`src/logic/cagw_pkg.sv`:
```
package cagw_pkg;

  // ----------------------------------------------------------------
  // Register map
  // ----------------------------------------------------------------
  localparam logic [7:0] ADDR_CTRL = 8'h00;
  localparam logic [7:0] ADDR_STATUS = 8'h04;
  localparam logic [7:0] ADDR_GAIN_BASE = 8'h10;
  localparam int CTRL_SWRST_BIT = 5;
  localparam int CTRL_PROF_LSB = 0;
  localparam int STAT_GAIN_LSB = 0;
  localparam int STAT_PROF_LSB = 8;
  localparam int STAT_BUSY_BIT = 10;
  localparam int STAT_PEND_BIT = 11;

  // ----------------------------------------------------------------
  // Field sizes and reset values
  // ----------------------------------------------------------------
  localparam int GAIN_W = 8;
  localparam int NUM_PROFILES = 4;
  localparam int PROF_W = 2;
  localparam logic [GAIN_W-1:0] GAIN_RESET = 8'h00;
  localparam logic [PROF_W-1:0] PROF_RESET = 2'h0;
  localparam logic [2:0] BIT_LAST = 3'h7;

  // ----------------------------------------------------------------
  // Timing
  // ----------------------------------------------------------------
  localparam int CLK_PERIOD_NS = 50;
  localparam int SCLK_HALF_NS = 200;
  // Least half period, rounded up to whole cycles
  localparam int SCLK_HALF_CYC_RAW =
    (SCLK_HALF_NS + CLK_PERIOD_NS - 1) / CLK_PERIOD_NS;
  localparam int SCLK_HALF_CYC =
    (SCLK_HALF_CYC_RAW < 1) ? 1 : SCLK_HALF_CYC_RAW;
  localparam int STABLE_CYC = 48;
  localparam int XFER_MAX_CYC = 200;

  // ----------------------------------------------------------------
  // Types
  // ----------------------------------------------------------------
  typedef enum logic [2:0] {
    ST_IDLE   = 3'b000,
    ST_SETTLE = 3'b001,
    ST_LEAD   = 3'b011,
    ST_SHIFT  = 3'b010,
    ST_TRAIL  = 3'b110
  } cagw_state_e;

  typedef struct packed {
    logic ampWriteEnable_n;
    logic ampSclk;
    logic ampSdata;
  } cagw_amp_s;

endpackage

```
`src/logic/cable_amp_gain_writer.sv`:
```
// The placing of the registers and the APB slave port were left to the implementer.
`timescale 1ns/1ps

module cable_amp_gain_writer
  import cagw_pkg::*;
#(
  parameter int STABLE_CYCLES = STABLE_CYC,
  parameter int HALF_CYCLES = SCLK_HALF_CYC
) (
  input wire logic clk,                 // 20 MHz master clock
  input wire logic rst_n,               // Asynchronous reset, active low
  input wire logic psel,                // APB select
  input wire logic penable,             // APB enable
  input wire logic pwrite,              // APB direction, high is write
  input wire logic [7:0] paddr,         // APB byte address
  input wire logic [31:0] pwdata,       // APB write data
  output logic [31:0] prdata,           // APB read data
  output logic pready,                  // APB ready
  output logic pslverr,                 // APB error on unmapped address
  input wire logic [PROF_W-1:0] profilePins, // Profile select pins
  output cagw_amp_s ampPort             // Amplifier 3-wire port
);

  localparam int SETTLE_W = $clog2(STABLE_CYCLES + 1);
  localparam int HALF_W = $clog2(HALF_CYCLES + 1);

  // ----------------------------------------------------------------
  // Reset and pin synchronisers
  // ----------------------------------------------------------------
  logic [1:0] rstSync_r;
  logic rstSync_n;
  logic [PROF_W-1:0] pinMeta_r;
  logic [PROF_W-1:0] pinSync_r;

  always_ff @(posedge clk or negedge rst_n) begin
    if (!rst_n) begin
      rstSync_r <= 2'b00;
    end else begin
      rstSync_r <= {rstSync_r[0], 1'b1};
    end
  end
  assign rstSync_n = rstSync_r[1];

  always_ff @(posedge clk or negedge rstSync_n) begin
    if (!rstSync_n) begin
      pinMeta_r <= PROF_RESET;
      pinSync_r <= PROF_RESET;
    end else begin
      pinMeta_r <= profilePins;
      pinSync_r <= pinMeta_r;
    end
  end

  // ----------------------------------------------------------------
  // Register storage and profile selection
  // ----------------------------------------------------------------
  logic [GAIN_W-1:0] gain_r [NUM_PROFILES];
  logic [PROF_W-1:0] swProfile_r;
  logic [PROF_W-1:0] profile;
  logic [GAIN_W-1:0] target;
  logic [GAIN_W-1:0] applied_r;
  logic force_r;
  cagw_state_e state_r;

  assign profile = pinSync_r ^ swProfile_r;
  assign target = gain_r[profile];

  // ----------------------------------------------------------------
  // APB slave
  // ----------------------------------------------------------------
  logic setupPhase;
  logic wrEn;
  logic swRst;
  logic gainHit;
  logic addrHit;
  logic [31:0] rdMux;
  logic [31:0] prdata_r;
  logic pready_r;
  logic pslverr_r;

  assign setupPhase = psel & ~penable;
  // Unmapped writes are dropped; the error was flagged in setup
  assign wrEn = psel & penable & pready_r & pwrite & ~pslverr_r;
  assign gainHit = (paddr[7:4] == ADDR_GAIN_BASE[7:4]) &&
                   (paddr[1:0] == 2'b00);
  assign swRst = wrEn && (paddr == ADDR_CTRL) &&
                 pwdata[CTRL_SWRST_BIT];

  always_comb begin
    rdMux = 32'h0000_0000;
    addrHit = 1'b1;
    if (paddr == ADDR_CTRL) begin
      rdMux[CTRL_PROF_LSB +: PROF_W] = swProfile_r;
    end else if (paddr == ADDR_STATUS) begin
      rdMux[STAT_GAIN_LSB +: GAIN_W] = applied_r;
      rdMux[STAT_PROF_LSB +: PROF_W] = profile;
      rdMux[STAT_BUSY_BIT] = (state_r != ST_IDLE);
      rdMux[STAT_PEND_BIT] = force_r | (target != applied_r);
    end else if (gainHit) begin
      rdMux[GAIN_W-1:0] = gain_r[paddr[3:2]];
    end else begin
      addrHit = 1'b0;
    end
  end

  // Zero wait states: answer is registered during the setup cycle
  always_ff @(posedge clk or negedge rstSync_n) begin
    if (!rstSync_n) begin
      pready_r <= 1'b0;
      pslverr_r <= 1'b0;
      prdata_r <= 32'h0000_0000;
    end else begin
      pready_r <= setupPhase;
      pslverr_r <= setupPhase & ~addrHit;
      if (setupPhase) begin
        prdata_r <= pwrite ? 32'h0000_0000 : rdMux;
      end
    end
  end
  assign pready = pready_r;
  assign pslverr = pslverr_r;
  assign prdata = prdata_r;

  always_ff @(posedge clk or negedge rstSync_n) begin
    if (!rstSync_n) begin
      swProfile_r <= PROF_RESET;
    end else if (swRst) begin
      swProfile_r <= PROF_RESET;
    end else if (wrEn && (paddr == ADDR_CTRL)) begin
      swProfile_r <= pwdata[CTRL_PROF_LSB +: PROF_W];
    end
  end

  for (genvar g = 0; g < NUM_PROFILES; g++) begin : g_gain
    always_ff @(posedge clk or negedge rstSync_n) begin
      if (!rstSync_n) begin
        gain_r[g] <= GAIN_RESET;
      end else if (swRst) begin
        gain_r[g] <= GAIN_RESET;
      end else if (wrEn && gainHit &&
                   (paddr[3:2] == PROF_W'(g))) begin
        gain_r[g] <= pwdata[GAIN_W-1:0];
      end
    end
  end

  // ----------------------------------------------------------------
  // Transfer sequencer
  // ----------------------------------------------------------------
  logic [SETTLE_W-1:0] settleCnt_r;
  logic [HALF_W-1:0] halfCnt_r;
  logic [2:0] bitCnt_r;
  logic [GAIN_W-1:0] cand_r;
  logic [GAIN_W-1:0] shift_r;
  cagw_amp_s amp_r;
  logic halfDone;

  assign halfDone = (halfCnt_r == HALF_W'(HALF_CYCLES - 1));

  // Work is chosen by comparing against the last sent word, so any
  // trigger raised mid-transfer is simply seen again once idle.
  always_ff @(posedge clk or negedge rstSync_n) begin
    if (!rstSync_n) begin
      state_r <= ST_IDLE;
      settleCnt_r <= '0;
      halfCnt_r <= '0;
      bitCnt_r <= 3'h0;
      cand_r <= GAIN_RESET;
      shift_r <= GAIN_RESET;
      applied_r <= GAIN_RESET;
      force_r <= 1'b1;
      amp_r <= '{ampWriteEnable_n: 1'b1, ampSclk: 1'b0, ampSdata: 1'b0};
    end else begin
      unique case (state_r)
        ST_IDLE: begin
          if (force_r || (target != applied_r)) begin
            state_r <= ST_SETTLE;
            settleCnt_r <= '0;
            cand_r <= target;
          end
        end
        ST_SETTLE: begin
          if (target != cand_r) begin
            settleCnt_r <= '0;
            cand_r <= target;
          end else if (settleCnt_r == SETTLE_W'(STABLE_CYCLES - 1)) begin
            // A value that settled back to the sent word needs no write
            if (force_r || (cand_r != applied_r)) begin
              state_r <= ST_LEAD;
              shift_r <= cand_r;
              applied_r <= cand_r;
              force_r <= 1'b0;
              halfCnt_r <= '0;
              amp_r.ampWriteEnable_n <= 1'b0;
              amp_r.ampSdata <= cand_r[GAIN_W-1];
            end else begin
              state_r <= ST_IDLE;
            end
          end else begin
            settleCnt_r <= settleCnt_r + SETTLE_W'(1);
          end
        end
        ST_LEAD: begin
          if (halfDone) begin
            state_r <= ST_SHIFT;
            halfCnt_r <= '0;
            bitCnt_r <= 3'h0;
            amp_r.ampSclk <= 1'b1;
          end else begin
            halfCnt_r <= halfCnt_r + HALF_W'(1);
          end
        end
        ST_SHIFT: begin
          // No exit but the last bit: a started write never aborts
          if (halfDone) begin
            halfCnt_r <= '0;
            if (!amp_r.ampSclk) begin
              amp_r.ampSclk <= 1'b1;
            end else begin
              amp_r.ampSclk <= 1'b0;
              if (bitCnt_r == BIT_LAST) begin
                state_r <= ST_TRAIL;
              end else begin
                bitCnt_r <= bitCnt_r + 3'h1;
                shift_r <= {shift_r[GAIN_W-2:0], 1'b0};
                amp_r.ampSdata <= shift_r[GAIN_W-2];
              end
            end
          end else begin
            halfCnt_r <= halfCnt_r + HALF_W'(1);
          end
        end
        ST_TRAIL: begin
          if (halfDone) begin
            state_r <= ST_IDLE;
            halfCnt_r <= '0;
            amp_r.ampWriteEnable_n <= 1'b1;
            amp_r.ampSdata <= 1'b0;
          end else begin
            halfCnt_r <= halfCnt_r + HALF_W'(1);
          end
        end
      endcase
    end
  end
  assign ampPort = amp_r;

  // ----------------------------------------------------------------
  // Checks
  // ----------------------------------------------------------------
  logic [8:0] age_r;
  logic [3:0] riseCnt_r;
  logic sclkPrev_r;

  always_ff @(posedge clk or negedge rstSync_n) begin
    if (!rstSync_n) begin
      age_r <= 9'h000;
      riseCnt_r <= 4'h0;
      sclkPrev_r <= 1'b0;
    end else begin
      sclkPrev_r <= amp_r.ampSclk;
      if (state_r == ST_IDLE ||
          (state_r == ST_SETTLE && target != cand_r)) begin
        age_r <= 9'h000;
      end else if (age_r != 9'h1ff) begin
        age_r <= age_r + 9'h001;
      end
      if (amp_r.ampWriteEnable_n) begin
        riseCnt_r <= 4'h0;
      end else if (amp_r.ampSclk && !sclkPrev_r) begin
        riseCnt_r <= riseCnt_r + 4'h1;
      end
    end
  end

  a_hw_first_send: assert property (
    @(posedge clk) disable iff (!rstSync_n)
    (state_r == ST_IDLE && force_r) |=> (state_r == ST_SETTLE))
    else $error("pending reset word did not start a transfer");

  a_swrst_clear: assert property (
    @(posedge clk) disable iff (!rstSync_n)
    swRst |=> (swProfile_r == PROF_RESET && gain_r[0] == GAIN_RESET &&
               gain_r[1] == GAIN_RESET && gain_r[2] == GAIN_RESET &&
               gain_r[3] == GAIN_RESET))
    else $error("software reset left a gain or profile bit set");

  a_swrst_quiet: assert property (
    @(posedge clk) disable iff (!rstSync_n)
    (swRst && state_r == ST_IDLE && !force_r && applied_r == GAIN_RESET)
    |=> (state_r == ST_IDLE) [*2])
    else $error("software reset from zero gain started a transfer");

  a_start_change: assert property (
    @(posedge clk) disable iff (!rstSync_n)
    (state_r == ST_IDLE && target != applied_r) |=> (state_r == ST_SETTLE))
    else $error("changed selected gain did not start a transfer");

  a_stable_wait: assert property (
    @(posedge clk) disable iff (!rstSync_n)
    $fell(amp_r.ampWriteEnable_n) |->
      ($past(state_r) == ST_SETTLE &&
       $past(settleCnt_r) == SETTLE_W'(STABLE_CYCLES - 1)))
    else $error("enable fell before the settle count completed");

  a_word_latest: assert property (
    @(posedge clk) disable iff (!rstSync_n)
    $fell(amp_r.ampWriteEnable_n) |->
      (shift_r == $past(target) && applied_r == shift_r))
    else $error("sent word is not the selected profile gain");

  a_no_abort: assert property (
    @(posedge clk) disable iff (!rstSync_n)
    $fell(amp_r.ampWriteEnable_n) |-> (!amp_r.ampWriteEnable_n) [*8])
    else $error("serial write ended early");

  a_xfer_bound: assert property (
    @(posedge clk) disable iff (!rstSync_n)
    age_r <= 9'(XFER_MAX_CYC))
    else $error("transfer took longer than its limit");

  a_bit_count: assert property (
    @(posedge clk) disable iff (!rstSync_n)
    $rose(amp_r.ampWriteEnable_n) |->
      ($past(riseCnt_r) == 4'(GAIN_W) && !amp_r.ampSclk))
    else $error("enable rose without exactly eight clock pulses");

  a_apb_answer: assert property (@(posedge clk) disable iff (!rstSync_n)
    setupPhase |=> (pready_r && (pslverr_r == !$past(addrHit))))
    else $error("register access not answered in the next cycle");

endmodule

```
`config.mk`:
```
export PLATFORM = sky130hd
export DESIGN_NAME = cable_amp_gain_writer
export DESIGN_NICKNAME = d
export VERILOG_FILES = /design/src/logic/cagw_pkg.sv /design/src/logic/cable_amp_gain_writer.sv
export SDC_FILE = /design/constraint.sdc
export NUM_CORES = 1
export LEC_CHECK = 0
export ABC_CLOCK_PERIOD_IN_PS = 3750
export BUFFER_PORTS_ARGS = -buffer_cell sky130_fd_sc_hd__buf_2
export CORE_ASPECT_RATIO = 1.5
export CORE_MARGIN = 4
export CORE_UTILIZATION = 56
export CTS_BUF_LIST = sky130_fd_sc_hd__clkbuf_16
export DETAILED_ROUTE_END_ITERATION = 8
export GPL_TIMING_DRIVEN = 0
export PLACE_DENSITY_LB_ADDON = 0.15
export SLEW_MARGIN = 20
export SYNTH_ARGS = -nofsm -noshare
export SYNTH_HDL_FRONTEND = slang
export SYNTH_SLANG_ARGS = --single-unit
```
`constraint.sdc`:
```
create_clock -name clk -period 3.75 [get_ports clk]
set_input_delay 0.75 -clock clk [delete_from_list [all_inputs] [get_ports clk]]
set_output_delay 0.75 -clock clk [all_outputs]
set_load 0.01 [all_outputs]
```
== After elaboration in Yosys (flattened, before gate mapping) ==
Index checks and enable logic that the tools add are counted.

* Add/subtract/negate cells: 3
* Magnitude comparators: 2
* Equality and inequality tests: 27
* Mux-type cells: 73
* Bitwise operators: 14
* Reductions and logical operators: 37

{| class="wikitable"
|+ Operator list
! operator !! number
|-
| 8-bit two-way mux || 16
|-
| 3-bit two-way mux || 15
|-
| 7-bit two-way mux || 6
|-
| 8-bit binary-select mux with 2-bit select || 2
|-
| 8-bit != test || 3
|-
| 2-bit != test, second input constant || 10
|-
| 2-bit nonzero test || 10
|-
| 6-bit two-way mux || 3
|-
| 8-bit one-hot mux with 2 select lines || 1
|-
| 8-bit AND reduction || 2
|-
| 3-bit one-hot mux with 5 select lines || 1
|-
| 1-bit two-way mux || 14
|-
| 7-bit one-hot mux with 2 select lines || 1
|-
| 12-bit two-way mux || 1
|-
| 3-bit one-hot mux with 2 select lines || 2
|-
| 6-bit one-hot mux with 2 select lines || 1
|-
| 10-bit two-way mux || 1
|-
| 2-bit two-way mux || 5
|-
| 5-bit AND reduction || 2
|-
| 3-bit by 2-bit equality test with 1-bit output, second input constant || 3
|-
| 3-bit AND reduction || 3
|-
| 8-bit by 3-bit equality test with 1-bit output, second input constant || 1
|-
| 1-bit logical AND || 8
|-
| 8-bit logical NOT || 1
|-
| 26 further kinds || 44
|}

* Register bits: 116
* Input bits: 47
* Output and inout port bits: 37
* Word-level logic and storage cells: 178

== Logic depth before layout (Yosys ltp) ==
Gate-level depths: netlist of the first run.

* Word-level depth: 10
* Gate-level depth with buffers: 9
* Depth with buffers taken out: 8

== Least setup slack after synthesis of the first run ==
Ideal clock, no wire load.

* Path type: register -> register
* From: register swProfile_r[0]
* To: register shift_r[1]
* Data arrival time: 3045 ps
* Required time: 3627 ps
* Setup slack: 582 ps
* Stages on the path, launching flop included: 9
* Path through: dfrtp_1 xor2_2 mux4_2 xnor2_1 nand3_1 or3_1 or4_1 clkbuf_1 o221a_1

* Cells in the longest elaborated chain, start to end: 8

{| class="wikitable"
|+ Ends and longest elaborated chain
! element !! line !! RTL
|-
| start, declared || cable_amp_gain_writer.sv:58 || <nowiki>logic [PROF_W-1:0] swProfile_r;</nowiki>
|-
| start signal, assigned || cable_amp_gain_writer.sv:130 || <nowiki>swProfile_r <= pwdata[CTRL_PROF_LSB +: PROF_W];</nowiki>
|-
| 2-bit XOR || cable_amp_gain_writer.sv:65 || <nowiki>assign profile = pinSync_r ^ swProfile_r;</nowiki>
|-
| 2-bit inverter with 3-bit output (not written as such) || cable_amp_gain_writer.sv:66 || <nowiki>assign target = gain_r[profile];</nowiki>
|-
| 8-bit binary-select mux with 2-bit select || cable_amp_gain_writer.sv:66 ||
|-
| 8-bit two-way mux (not written as such) (2 in a row) || cable_amp_gain_writer.sv:66 ||
|-
| 8-bit != test || n/a ||
|-
| 2-bit != test (no line) || n/a ||
|-
| 7-bit AND reduction (no line) || n/a ||
|-
| end signal, assigned || cable_amp_gain_writer.sv:190 || <nowiki>shift_r <= cand_r;</nowiki>
|-
| end signal, assigned || cable_amp_gain_writer.sv:225 || <nowiki>shift_r <= {shift_r[GAIN_W-2:0], 1'b0};</nowiki>
|-
| end, declared || cable_amp_gain_writer.sv:154 || <nowiki>logic [GAIN_W-1:0] shift_r;</nowiki>
|}

Every way passes these cells. The select of a mux whose other input is x is not followed.
A chain may end at the register's enable or synchronous reset.

== Final worst setup path of the first run ==
* From: register swProfile_r[0]
* To: register shift_r[2]

Same word-level chain as after synthesis.

==> metrics.md, run 1 <==
| Metric | Value |
|---|---|
| Dominant cell type by area after synthesis | `dfrtp_1` |
| Port Buffer Count | `39` |
| Prevailing post-synth register cell | `dfrtp_1` |
| Final Max Tran Viols | `0` |
| Clock buffer count from CTS | `9` |
| Clock latency on the worst-skew pair | `0.35 ns` |
| First-pass GRT wire length | `18550 µm` |
| CP max FO | `9` |
| WL met3 | `roughly 450 µm` |
| Synthesis Warnings | `0` |
| Placer Congestion | `0.8676` |
| Critical path type | `flip-flop to flip-flop` |
| Final #Nets | `566` |
| Rel. slew slack | `about a third` |
| Die area | `between 10000 and 15000 µm²` |
| Layout Skew | `0.005585 ns` |
| DR pass1 iterations | `4` |
| Detail Route Antenna Nets | `0` |
| Pwr Density | `approximately 430 nW/µm²` |
| Largest net degree at the start of global routing | `36` |
| CTS tree | `yes` |
| N_diodes | `0` |
| Asr flop ratio synth | `100.0%` |
| Initial antenna violation count | `0` |
| List of most frequent post-synthesis cells | `dfrtp_1 (94), nor2_1 (48), nand2_1 (40)` |
| Post-Syn Instances | `roughly 440` |
| Yosys cell types | `44` |
| GRT overflow | `0` |
| Core Util, Final | `67.34%` |
| Core Area | `between 8000 and 9000 µm²` |
| Req. time, crit path | `3.98 ns` |
| Layout area overhead | `16.35%` |
| Synth Register Bits | `96` |
| Crit start category | `flip-flop` |
| Number of max-capacitance violations reported | `0` |
| Post-CTS Setup Repair Bufs | `0` |
| Ports | `84` |
| Max clock buf depth | `2` |
| Worst Tran Pin Value | `0.9876 ns` |
| Fraction of layout cells with a size suffix above 1 | `25.19%` |
| F_max | `284.1 MHz` |
| Register area share after synthesis | `48.79%` |
| Average cell area after synthesis | `11.10 µm²` |
| Initial DRC Count | `215` |
| RSZ-0062 raised after global routing | `false` |
| Hold Crit Class | `input port to asynchronous set/reset pin` |
| Met1 wire length | `around 4300 µm` |
| Min cycle time layout | `3.520 ns` |
| Number of synthesized flops with an enable pin | `0` |
| Area contributors post-synth | `dfrtp_1 (48%), mux4_2 (7.3%), mux2i_1 (6.1%)` |
| Top routing layer in use | `met4` |
| Row count | `41` |
| Most common cell in the netlist | `dfrtp_1` |
| Die Wd | `84.60 µm` |
| CTS sink cnt | `96` |
| Worst setup EP type | `flip-flop` |
| HPWL Detailed | `between 8000 and 9000 µm` |
| Lkg Pwr | `2.695 nW` |
| Htree depth | `3` |
| Metal2 WL | `6003 µm` |
| Final setup violation count | `0` |
| Hold Vio Cnt, Final | `0` |
| Status | `finished clean` |
| Via Count | `3605` |
| Synth top area share | `47.73%` |
| Die height | `122.9 µm` |
| DR DRC count | `0` |
| WL per Instance | `17.62 µm` |
| Clock root cell | `clkbuf_16` |
| Tot GR Track Use | `22.92%` |
| Vias in the first global route | `3741` |
| Worst vdd ir | `0.3102 mV` |
| Vias per cell | `5.750` |
| Initial Util | `57.88%` |
| Final period utilization | `93.86%` |
| Final wirelength | `between 10000 and 15000 µm` |
| Fin Hold WS | `between 0.15 and 0.2 ns` |
| Mapped cell area | `4928 µm²` |
| Worst EP arrival | `3.75 ns` |
| CTS clock-pin slew for the worst setup and hold paths | `0.06 ns` |
==> kinds of logic (layout without fill, tap and decap cells) <==
family	after synthesis	after routing	share of synthesized area (%)
buf+inv	44	101	4.925
xor+xnor	26	26	4.773
other cells	2	21	0.1524
flops	96	96	48.79
compound gates	67	67	9.393
fa+ha+maj	4	4	1.016
mux	64	64	17.52
simple gates	141	141	13.43
==> area by class of cell <==
class	count	area, µm²
plain buffers	39	224.0
clock buffers	9	225.2
clock inverters	7	110.1
fillers	699	2781
inverters	5	18.77
multi-input cells	323	2379
flip-flops and latches	96	2409
well taps	107	133.9
repair buffers	41	235.2
==> path summary, 6_finish.rpt <==
check,cells past startpoint,startpoint,endpoint,slack (ns)
max,8,swProfile_r[0]$_DFFE_PN0P_,shift_r[2]$_DFFE_PN0P_,0.23
min,1,rst_n,rstSync_r[1]$_DFF_PN0_,0.17
max reg2reg,8,swProfile_r[0]$_DFFE_PN0P_,shift_r[2]$_DFFE_PN0P_,0.23
min reg2reg,0,rstSync_r[1]$_DFF_PN0_,gain_r[2]$_DFFE_PN0P_,0.25
max in group asynchronous,2,rstSync_r[1]$_DFF_PN0_,force_r$_DFFE_PN1P_,2.68
min in group clk,0,rstSync_r[0]$_DFF_PN0_,rstSync_r[1]$_DFF_PN0_,0.35
==> registers in the layout (all words and copies together) (netlist names), 3 cells and up <==
signal,cells
halfCnt_r,3
settleCnt_r,6
shift_r,7
state_r,3
applied_r,8
ampPort,3
cand_r,8
prdata,12
gain_r,32
bitCnt_r,3
==> metal layers <==
metal / up-vias / GRT usage [%]
li1: 1691 / -
met1: 1800 / 26.42
met2: 91 / 41.96
met3: 23 / 2.533
met4: 0 / 11.49
met5: - / 0
==> worst max-delay path, cell delays in order, from the launching register on <==
cell and delay, ns:
dfrtp_1 0.46, xor2_4 0.49, mux4_2 0.64, xnor2_1 0.25, nand4_1 0.19, or3_1 0.35, or4_1 0.51, clkbuf_1 0.22
o221a_1 0.30
==> where the power goes <==
group / total, mW / internal, mW / switching [mW] / leakage (nW)
Clock: 1.03 / 0.647 / 0.388 / 0.169
Sequential: 1.13 / 1.08 / 0.0439 / 1.29
Combinational: 0.326 / 0.145 / 0.181 / 1.23
Total: 2.49 / 1.87 / 0.612 / 2.70
==> layout by cell type (no fill, tap or decap), drive strengths merged, types with 2 or more instances in the layout <==
| cell | netlist | final |
|---|---|---|
| nand3 | 7 | 7 |
| a21oi | 9 | 9 |
| nor4 | 5 | 5 |
| a211oi | 4 | 4 |
| dfstp | 2 | 2 |
| nand2 | 40 | 40 |
| inv | 5 | 5 |
| nor2b | 3 | 3 |
| and2 | 3 | 3 |
| clkinv | 0 | 4 |
| nor3 | 7 | 7 |
| a32oi | 6 | 6 |
| or2 | 9 | 9 |
| mux4 | 16 | 16 |
| a22o | 5 | 5 |
| o31ai | 4 | 4 |
| or4b | 2 | 2 |
| o221a | 6 | 6 |
| nor2 | 48 | 48 |
| nor3b | 2 | 2 |
| nand2b | 8 | 8 |
| xnor2 | 23 | 23 |
| o21ai | 23 | 23 |
| ha | 4 | 4 |
| clkbuf | 15 | 24 |
| o2bb2ai | 2 | 2 |
| a22oi | 3 | 3 |
| xor2 | 3 | 3 |
| buf | 24 | 65 |
| dfrtp | 94 | 94 |
| nand4 | 4 | 4 |
| conb | 2 | 21 |
| mux2i | 30 | 30 |
| mux2 | 18 | 18 |
| bufinv | 0 | 3 |
| or4 | 2 | 2 |
==> repair_timing <==
item | CTS | global route
setup endpoints to repair | 6 | 1
gates resized for setup | 1 | 1
hold buffers | 0 | 0
cloned | 0 | 0
endpoints found under the hold margin | 0 | 0
==> stage by stage <==
step / setup TNS, ns / setup WS, ns / area, µm² / power [mW] / std cells
2_1_floorplan: 0 / 0.5819 / 5000 / 1.378 / 463
3_3_place_gp: -13.48 / -0.1515 / 5329 / 1.452 / 609
3_5_place_dp: -0.04809 / -0.01458 / 5380 / 1.471 / 611
4_1_cts: 0 / 0.1048 / 5727 / 2.505 / 627
5_1_grt: 0 / 0.07304 / 5734 / 2.592 / 627
6_report: 0 / 0.2302 / 5734 / 2.486 / 627
Note: power is estimated with default switching activity, not from simulation.
==> inputs of run 2 (changes only) <==
--- a/config.mk
+++ b/config.mk
@@ -12,7 +12,7 @@
 export CORE_UTILIZATION = 56
 export CTS_BUF_LIST = sky130_fd_sc_hd__clkbuf_16
 export DETAILED_ROUTE_END_ITERATION = 8
-export GPL_TIMING_DRIVEN = 0
+export GPL_TIMING_DRIVEN = 1
 export PLACE_DENSITY_LB_ADDON = 0.15
 export SLEW_MARGIN = 20
 export SYNTH_ARGS = -nofsm -noshare
==> metrics.md, run 2 (synthesis gave the netlist of run 1 again) <==
| Metric | Value |
|---|---|
| Largest net degree at the start of global routing | `85` |
| Clock buffer count from CTS | `9` |
| Core Area | `8516 µm²` |
| Fraction of layout cells with a size suffix above 1 | `23.11%` |
| WL per Instance | `17.89 µm` |
| Clock root cell | `clkbuf_16` |
| Slowest stage cell on the critical path | `or4_1` |
| Cell Chain, Critical Path | `xor2_2 > buf_4 > mux4_2 > xnor2_1 > nand4_1 > or3_1 > or4_1 > o221a_1` |
| Top routing layer in use | `met4` |
| Commonest non-fill, non-tap cell in the layout | `dfrtp_1` |
| Met1 wire length | `roughly 4200 µm` |
| Setup ws final | `0.4244 ns` |
| Final period utilization | `roughly nine tenths` |
| WL met3 | `416 µm` |
| RR Endpoint | `shift_r[1]$_DFFE_PN0P_` |
| Pwr Density | `between 400 and 500 nW/µm²` |
| Post-CTS resize count | `0` |
| Worst Path Buf+Inv | `1` |
| Port Buffer Count | `39` |
| Placer Congestion | `~0.8` |
| Worst vdd ir | `approximately 0.34 mV` |
| Die area | `roughly 10000 µm²` |
| N_diodes | `0` |
| Layout area overhead | `11.48%` |
| Max clock buf depth | `2` |
| CTS clock-pin slew for the worst setup and hold paths | `0.06 ns` |
| RSZ-0062 raised after global routing | `false` |
| Initial Util | `about 58%` |
| Worst EP arrival | `3.55 ns` |
| GRT overflow | `0` |
| HPWL Detailed | `7530 µm` |
| Layout Skew | `between 0.007 and 0.008 ns` |
| Worst reg2reg setup slack | `0.42 ns` |
| R2r startpoint | `swProfile_r[0]$_DFFE_PN0P_` |
| Fin Setup TNS | `0 ns` |
| Commonest cells after routing, fill and taps aside | `dfrtp_1 (93), nor2_1 (47), nand2_1 (40)` |
| Hold Vio Cnt, Final | `0` |
| F_max | `300.7 MHz` |
| Pwr Total | `2.313 mW` |
| Final wirelength | `10660 µm` |
| First-pass GRT wire length | `17100 µm` |
| Final Max Tran Viols | `0` |
| CP max FO | `8` |
| DR DRC count | `0` |
| DR pass1 iterations | `4` |
| Final #Nets | `535` |
| Via Count | `3433` |
| Req. time, crit path | `3.98 ns` |
| Critical path type | `flip-flop to flip-flop` |
| Vias per cell | `slightly below 6` |
| Cells on worst reg2reg path | `8` |
| Pre-CTS setup slack | `0.4012 ns` |
| Lkg Pwr | `2.571 nW` |
| Number of max-capacitance violations reported | `0` |
| CTS Hold Bufs | `0` |
| Hold Crit Class | `input port to asynchronous set/reset pin` |
| Ports | `84` |
| Initial DRC Count | `153` |
| Largest register by flop count | `gain_r` |
| Worst Tran Pin Value | `0.8764 ns` |
| Crit path largest cell delay | `0.70 ns` |
| Vias in the first global route | `roughly 3300` |
| Largest delay contributor family on the critical path | `simple AND/OR/NAND/NOR gates` |
| Detail Route Antenna Nets | `0` |
| Metal2 WL | `5799 µm` |
| Worst setup EP type | `flip-flop` |
| CTS sink cnt | `between 90 and 100` |
| Rel. slew slack | `41.03%` |
| Final setup violation count | `0` |
| Initial antenna violation count | `0` |
| CTS tree | `yes` |
| Core Util, Final | `64.52%` |
| Min cycle time layout | `3.326 ns` |
| Max reg flops | `32` |
| Htree depth | `3` |
| Post-CTS Setup Repair Bufs | `0` |
| Die height | `122.9 µm` |
| Tot GR Track Use | `about a fifth` |
| Clock latency on the worst-skew pair | `around 0.35 ns` |
| Crit start category | `flip-flop` |
| Die Wd | `84.60 µm` |
| Row count | `41` |
| Status | `finished clean` |
run 2: cell types whose count changed in the layout (fill, tap and decap cells not counted), moves of 2 or more:
cell	delta
clkbuf_1	-15
buf_4	-11
buf_1	-2
buf_12	-2
buf_2	-2
bufinv_16	-2
clkinv_1	+2
clkinv_2	-2
inv_1	+2
run 2: layer usage:
metal	GRT usage [%]	up-vias
met5	0	-
met4	8.416	0
met3	3.400	18
met2	37.65	75
met1	26.35	1706
li1	-	1634
run 2: how the worst max path moves through the flow:
stage / from / cells after the start / end
finish: swProfile_r[0]$_DFFE_PN0P_ / 8 / shift_r[1]$_DFFE_PN0P_
global route: swProfile_r[0]$_DFFE_PN0P_ / 8 / shift_r[6]$_DFFE_PN0P_
CTS: swProfile_r[0]$_DFFE_PN0P_ / 8 / shift_r[3]$_DFFE_PN0P_
detailed placement: swProfile_r[0]$_DFFE_PN0P_ / 8 / shift_r[2]$_DFFE_PN0P_
global placement: swProfile_r[0]$_DFFE_PN0P_ / 8 / shift_r[3]$_DFFE_PN0P_
floorplan: swProfile_r[0]$_DFFE_PN0P_ / 8 / shift_r[1]$_DFFE_PN0P_
run 2: layout make-up:
type / instances / area, µm²
Inverter: 5 / 18.77
Multi-Input combinational cell: 323 / 2362
Sequential cell: 96 / 2409
Clock buffer: 9 / 225.2
Clock inverter: 7 / 55.05
Fill cell: 713 / 3022
Tap cell: 107 / 133.9
Timing Repair Buffer: 49 / 290.3
run 2: where the power goes:
group / internal (mW) / switching (mW) / total (mW)
registers: 1.08 / 0.0574 / 1.14
logic: 0.129 / 0.162 / 0.291
clock network: 0.505 / 0.378 / 0.883
total: 1.72 / 0.597 / 2.31
run 2: per-stage QoR:
step | std cells | hold WS, ns | instance area (µm²)
2_1_floorplan | 463 | 0.3312 | 5000
3_3_place_gp | 579 | 0.3334 | 5179
3_5_place_dp | 579 | 0.3420 | 5179
4_1_cts | 595 | 0.1716 | 5459
5_1_grt | 596 | 0.1636 | 5494
6_report | 596 | 0.1750 | 5494
==> inputs of run 3 (changes only) <==
--- a/config.mk
+++ b/config.mk
@@ -7,9 +7,10 @@
 export LEC_CHECK = 0
 export ABC_CLOCK_PERIOD_IN_PS = 3750
 export BUFFER_PORTS_ARGS = -buffer_cell sky130_fd_sc_hd__buf_2
-export CORE_ASPECT_RATIO = 1.5
+export CELL_PAD_IN_SITES_DETAIL_PLACEMENT = 1
+export CELL_PAD_IN_SITES_GLOBAL_PLACEMENT = 1
 export CORE_MARGIN = 4
-export CORE_UTILIZATION = 56
+export CORE_UTILIZATION = 44
 export CTS_BUF_LIST = sky130_fd_sc_hd__clkbuf_16
 export DETAILED_ROUTE_END_ITERATION = 8
 export GPL_TIMING_DRIVEN = 1
==> metrics.md, run 3 (synthesis gave the netlist of run 1 again) <==
| Metric | Value |
|---|---|
| Lkg Pwr | `2.561 nW` |
| Clock root cell | `clkbuf_16` |
| GRT overflow | `0` |
| Min cycle time layout | `3.317 ns` |
| Cell Chain, Critical Path | `xor2_2 > buf_4 > mux4_2 > xnor2_1 > nand4_1 > or3_1 > buf_4 > nor2b_1 > mux2_2` |
| Pwr Density | `432.3 nW/µm²` |
| Fraction of layout cells with a size suffix above 1 | `22.59%` |
| N_diodes | `0` |
| CTS Hold Bufs | `0` |
| Final #Nets | `533` |
| Crit path largest cell delay | `0.72 ns` |
| Largest net degree at the start of global routing | `70` |
| Final Max Tran Viols | `0` |
| Non-filler cells, final | `627` |
| Fin Hold WS | `0.1823 ns` |
| CP max FO | `10` |
| DR pass1 iterations | `4` |
| Critical path type | `flip-flop to flip-flop` |
| Tot GR Track Use | `19.64%` |
| Largest register by flop count | `gain_r` |
| Core Area | `10890 µm²` |
| Initial Util | `45.27%` |
| Fin Setup TNS | `0 ns` |
| Req. time, crit path | `3.98 ns` |
| Vias in the first global route | `between 3000 and 4000` |
| Slowest stage cell on the critical path | `nor2b_1` |
| Hold Crit Class | `input port to asynchronous set/reset pin` |
| Hold Vio Cnt, Final | `0` |
| Htree depth | `3` |
| Worst setup EP type | `flip-flop` |
| Row count | `38` |
| Rel. slew slack | `between 30% and 40%` |
| Final setup violation count | `0` |
| First-pass GRT wire length | `19950 µm` |
| WL per Instance | `approximately 19 µm` |
| Via Count | `3477` |
| Commonest non-fill, non-tap cell in the layout | `dfrtp_1` |
| Post-CTS resize count | `0` |
| Max reg flops | `32` |
| Initial antenna violation count | `0` |
| RSZ-0062 raised after global routing | `false` |
| Detail Route Antenna Nets | `0` |
| Layout Skew | `0.006699 ns` |
| Fillers | `approximately 1200` |
| Ports | `84` |
| Worst vdd ir | `0.1858 mV` |
| Clock buffer count from CTS | `9` |
| DR DRC count | `0` |
| HPWL Detailed | `roughly 8400 µm` |
| Commonest cells after routing, fill and taps aside | `dfrtp_1 (93), nor2_1 (47), nand2_1 (40)` |
| Die area | `12960 µm²` |
| Worst Tran Pin Value | `0.9376 ns` |
| Critical Path Most Common Cell | `buf_4` |
| Max clock buf depth | `2` |
| CTS clock-pin slew for the worst setup and hold paths | `0.06 ns` |
| Die height | `113.8 µm` |
| Final period utilization | `approximately nine tenths` |
| Vias per cell | `5.545` |
| Placer Congestion | `0.8182` |
| Initial DRC Count | `175` |
| Pwr Total | `about 2.4 mW` |
| Clock latency on the worst-skew pair | `0.34 ns` |
| Worst EP arrival | `approximately 3.5 ns` |
| Final wirelength | `11860 µm` |
| Placed Cells | `611` |
| Port Buffer Count | `39` |
| Post-CTS Setup Repair Bufs | `0` |
| Status | `finished clean` |
| Number of max-capacitance violations reported | `0` |
| CTS sink cnt | `96` |
| CTS tree | `yes` |
| F_max | `roughly 300 MHz` |
| Die Wd | `between 100 and 150 µm` |
| Layout area overhead | `12.08%` |
| Crit start category | `flip-flop` |
-- run 3: final timing paths --
check / depth (start not counted) / start / slack (ns) / end
min in group clk: 0 / pinMeta_r[1]$_DFF_PN0_ / 0.35 / pinSync_r[1]$_DFF_PN0_
min reg2reg: 0 / pinMeta_r[1]$_DFF_PN0_ / 0.35 / pinSync_r[1]$_DFF_PN0_
max: 9 / swProfile_r[0]$_DFFE_PN0P_ / 0.43 / cand_r[5]$_DFFE_PN0P_
max reg2reg: 9 / swProfile_r[0]$_DFFE_PN0P_ / 0.43 / cand_r[5]$_DFFE_PN0P_
max in group asynchronous: 1 / rstSync_r[1]$_DFF_PN0_ / 2.36 / gain_r[25]$_DFFE_PN0P_
min: 1 / rst_n / 0.18 / rstSync_r[0]$_DFF_PN0_
-- run 3: metrics by stage --
stage,setup WS [ns],cell area [µm²],utilization (%)
final,0.4332,5524,50.74
after global placement,0.4937,5213,47.87
after CTS,0.4338,5517,50.67
after floorplan,0.5819,5000,-
after global routing,0.2567,5524,50.74
after detailed placement,0.4786,5213,47.87
-- run 3: final cells by class --
class,count,area (µm²),area share (%)
clock inverters,7,78.83,1.427
repair buffers,47,255.2,4.621
inverters,5,18.77,0.3398
flip-flops and latches,96,2409,43.60
multi-input cells,323,2362,42.76
well taps,140,175.2,3.171
clock buffers,9,225.2,4.077
-- run 3: critical path, delay by kind of cell, from the launching register on --
| kind | cells | cell delay [ns] |
|---|---|---|
| xor+xnor | 2 | 0.32 |
| flops | 1 | 0.42 |
| mux | 2 | 1.05 |
| buf+inv | 2 | 0.40 |
| simple gates | 3 | 0.99 |
-- run 3: routing by layer --
layer	vias up	GRT usage, %	part of all wire [%]
met3	13	4.032	2.8
li1	1614	-	-
met5	-	0	0
met2	48	33.02	50
met1	1802	25.66	45
met4	0	6.097	1.3
-- run 3: power breakdown --
part	internal, mW	total (mW)	switching [mW]	leakage, nW
Sequential	1.08	1.15	0.0675	1.29
Clock	0.573	0.953	0.380	0.155
Combinational	0.126	0.286	0.160	1.11
Total	1.78	2.39	0.607	2.56
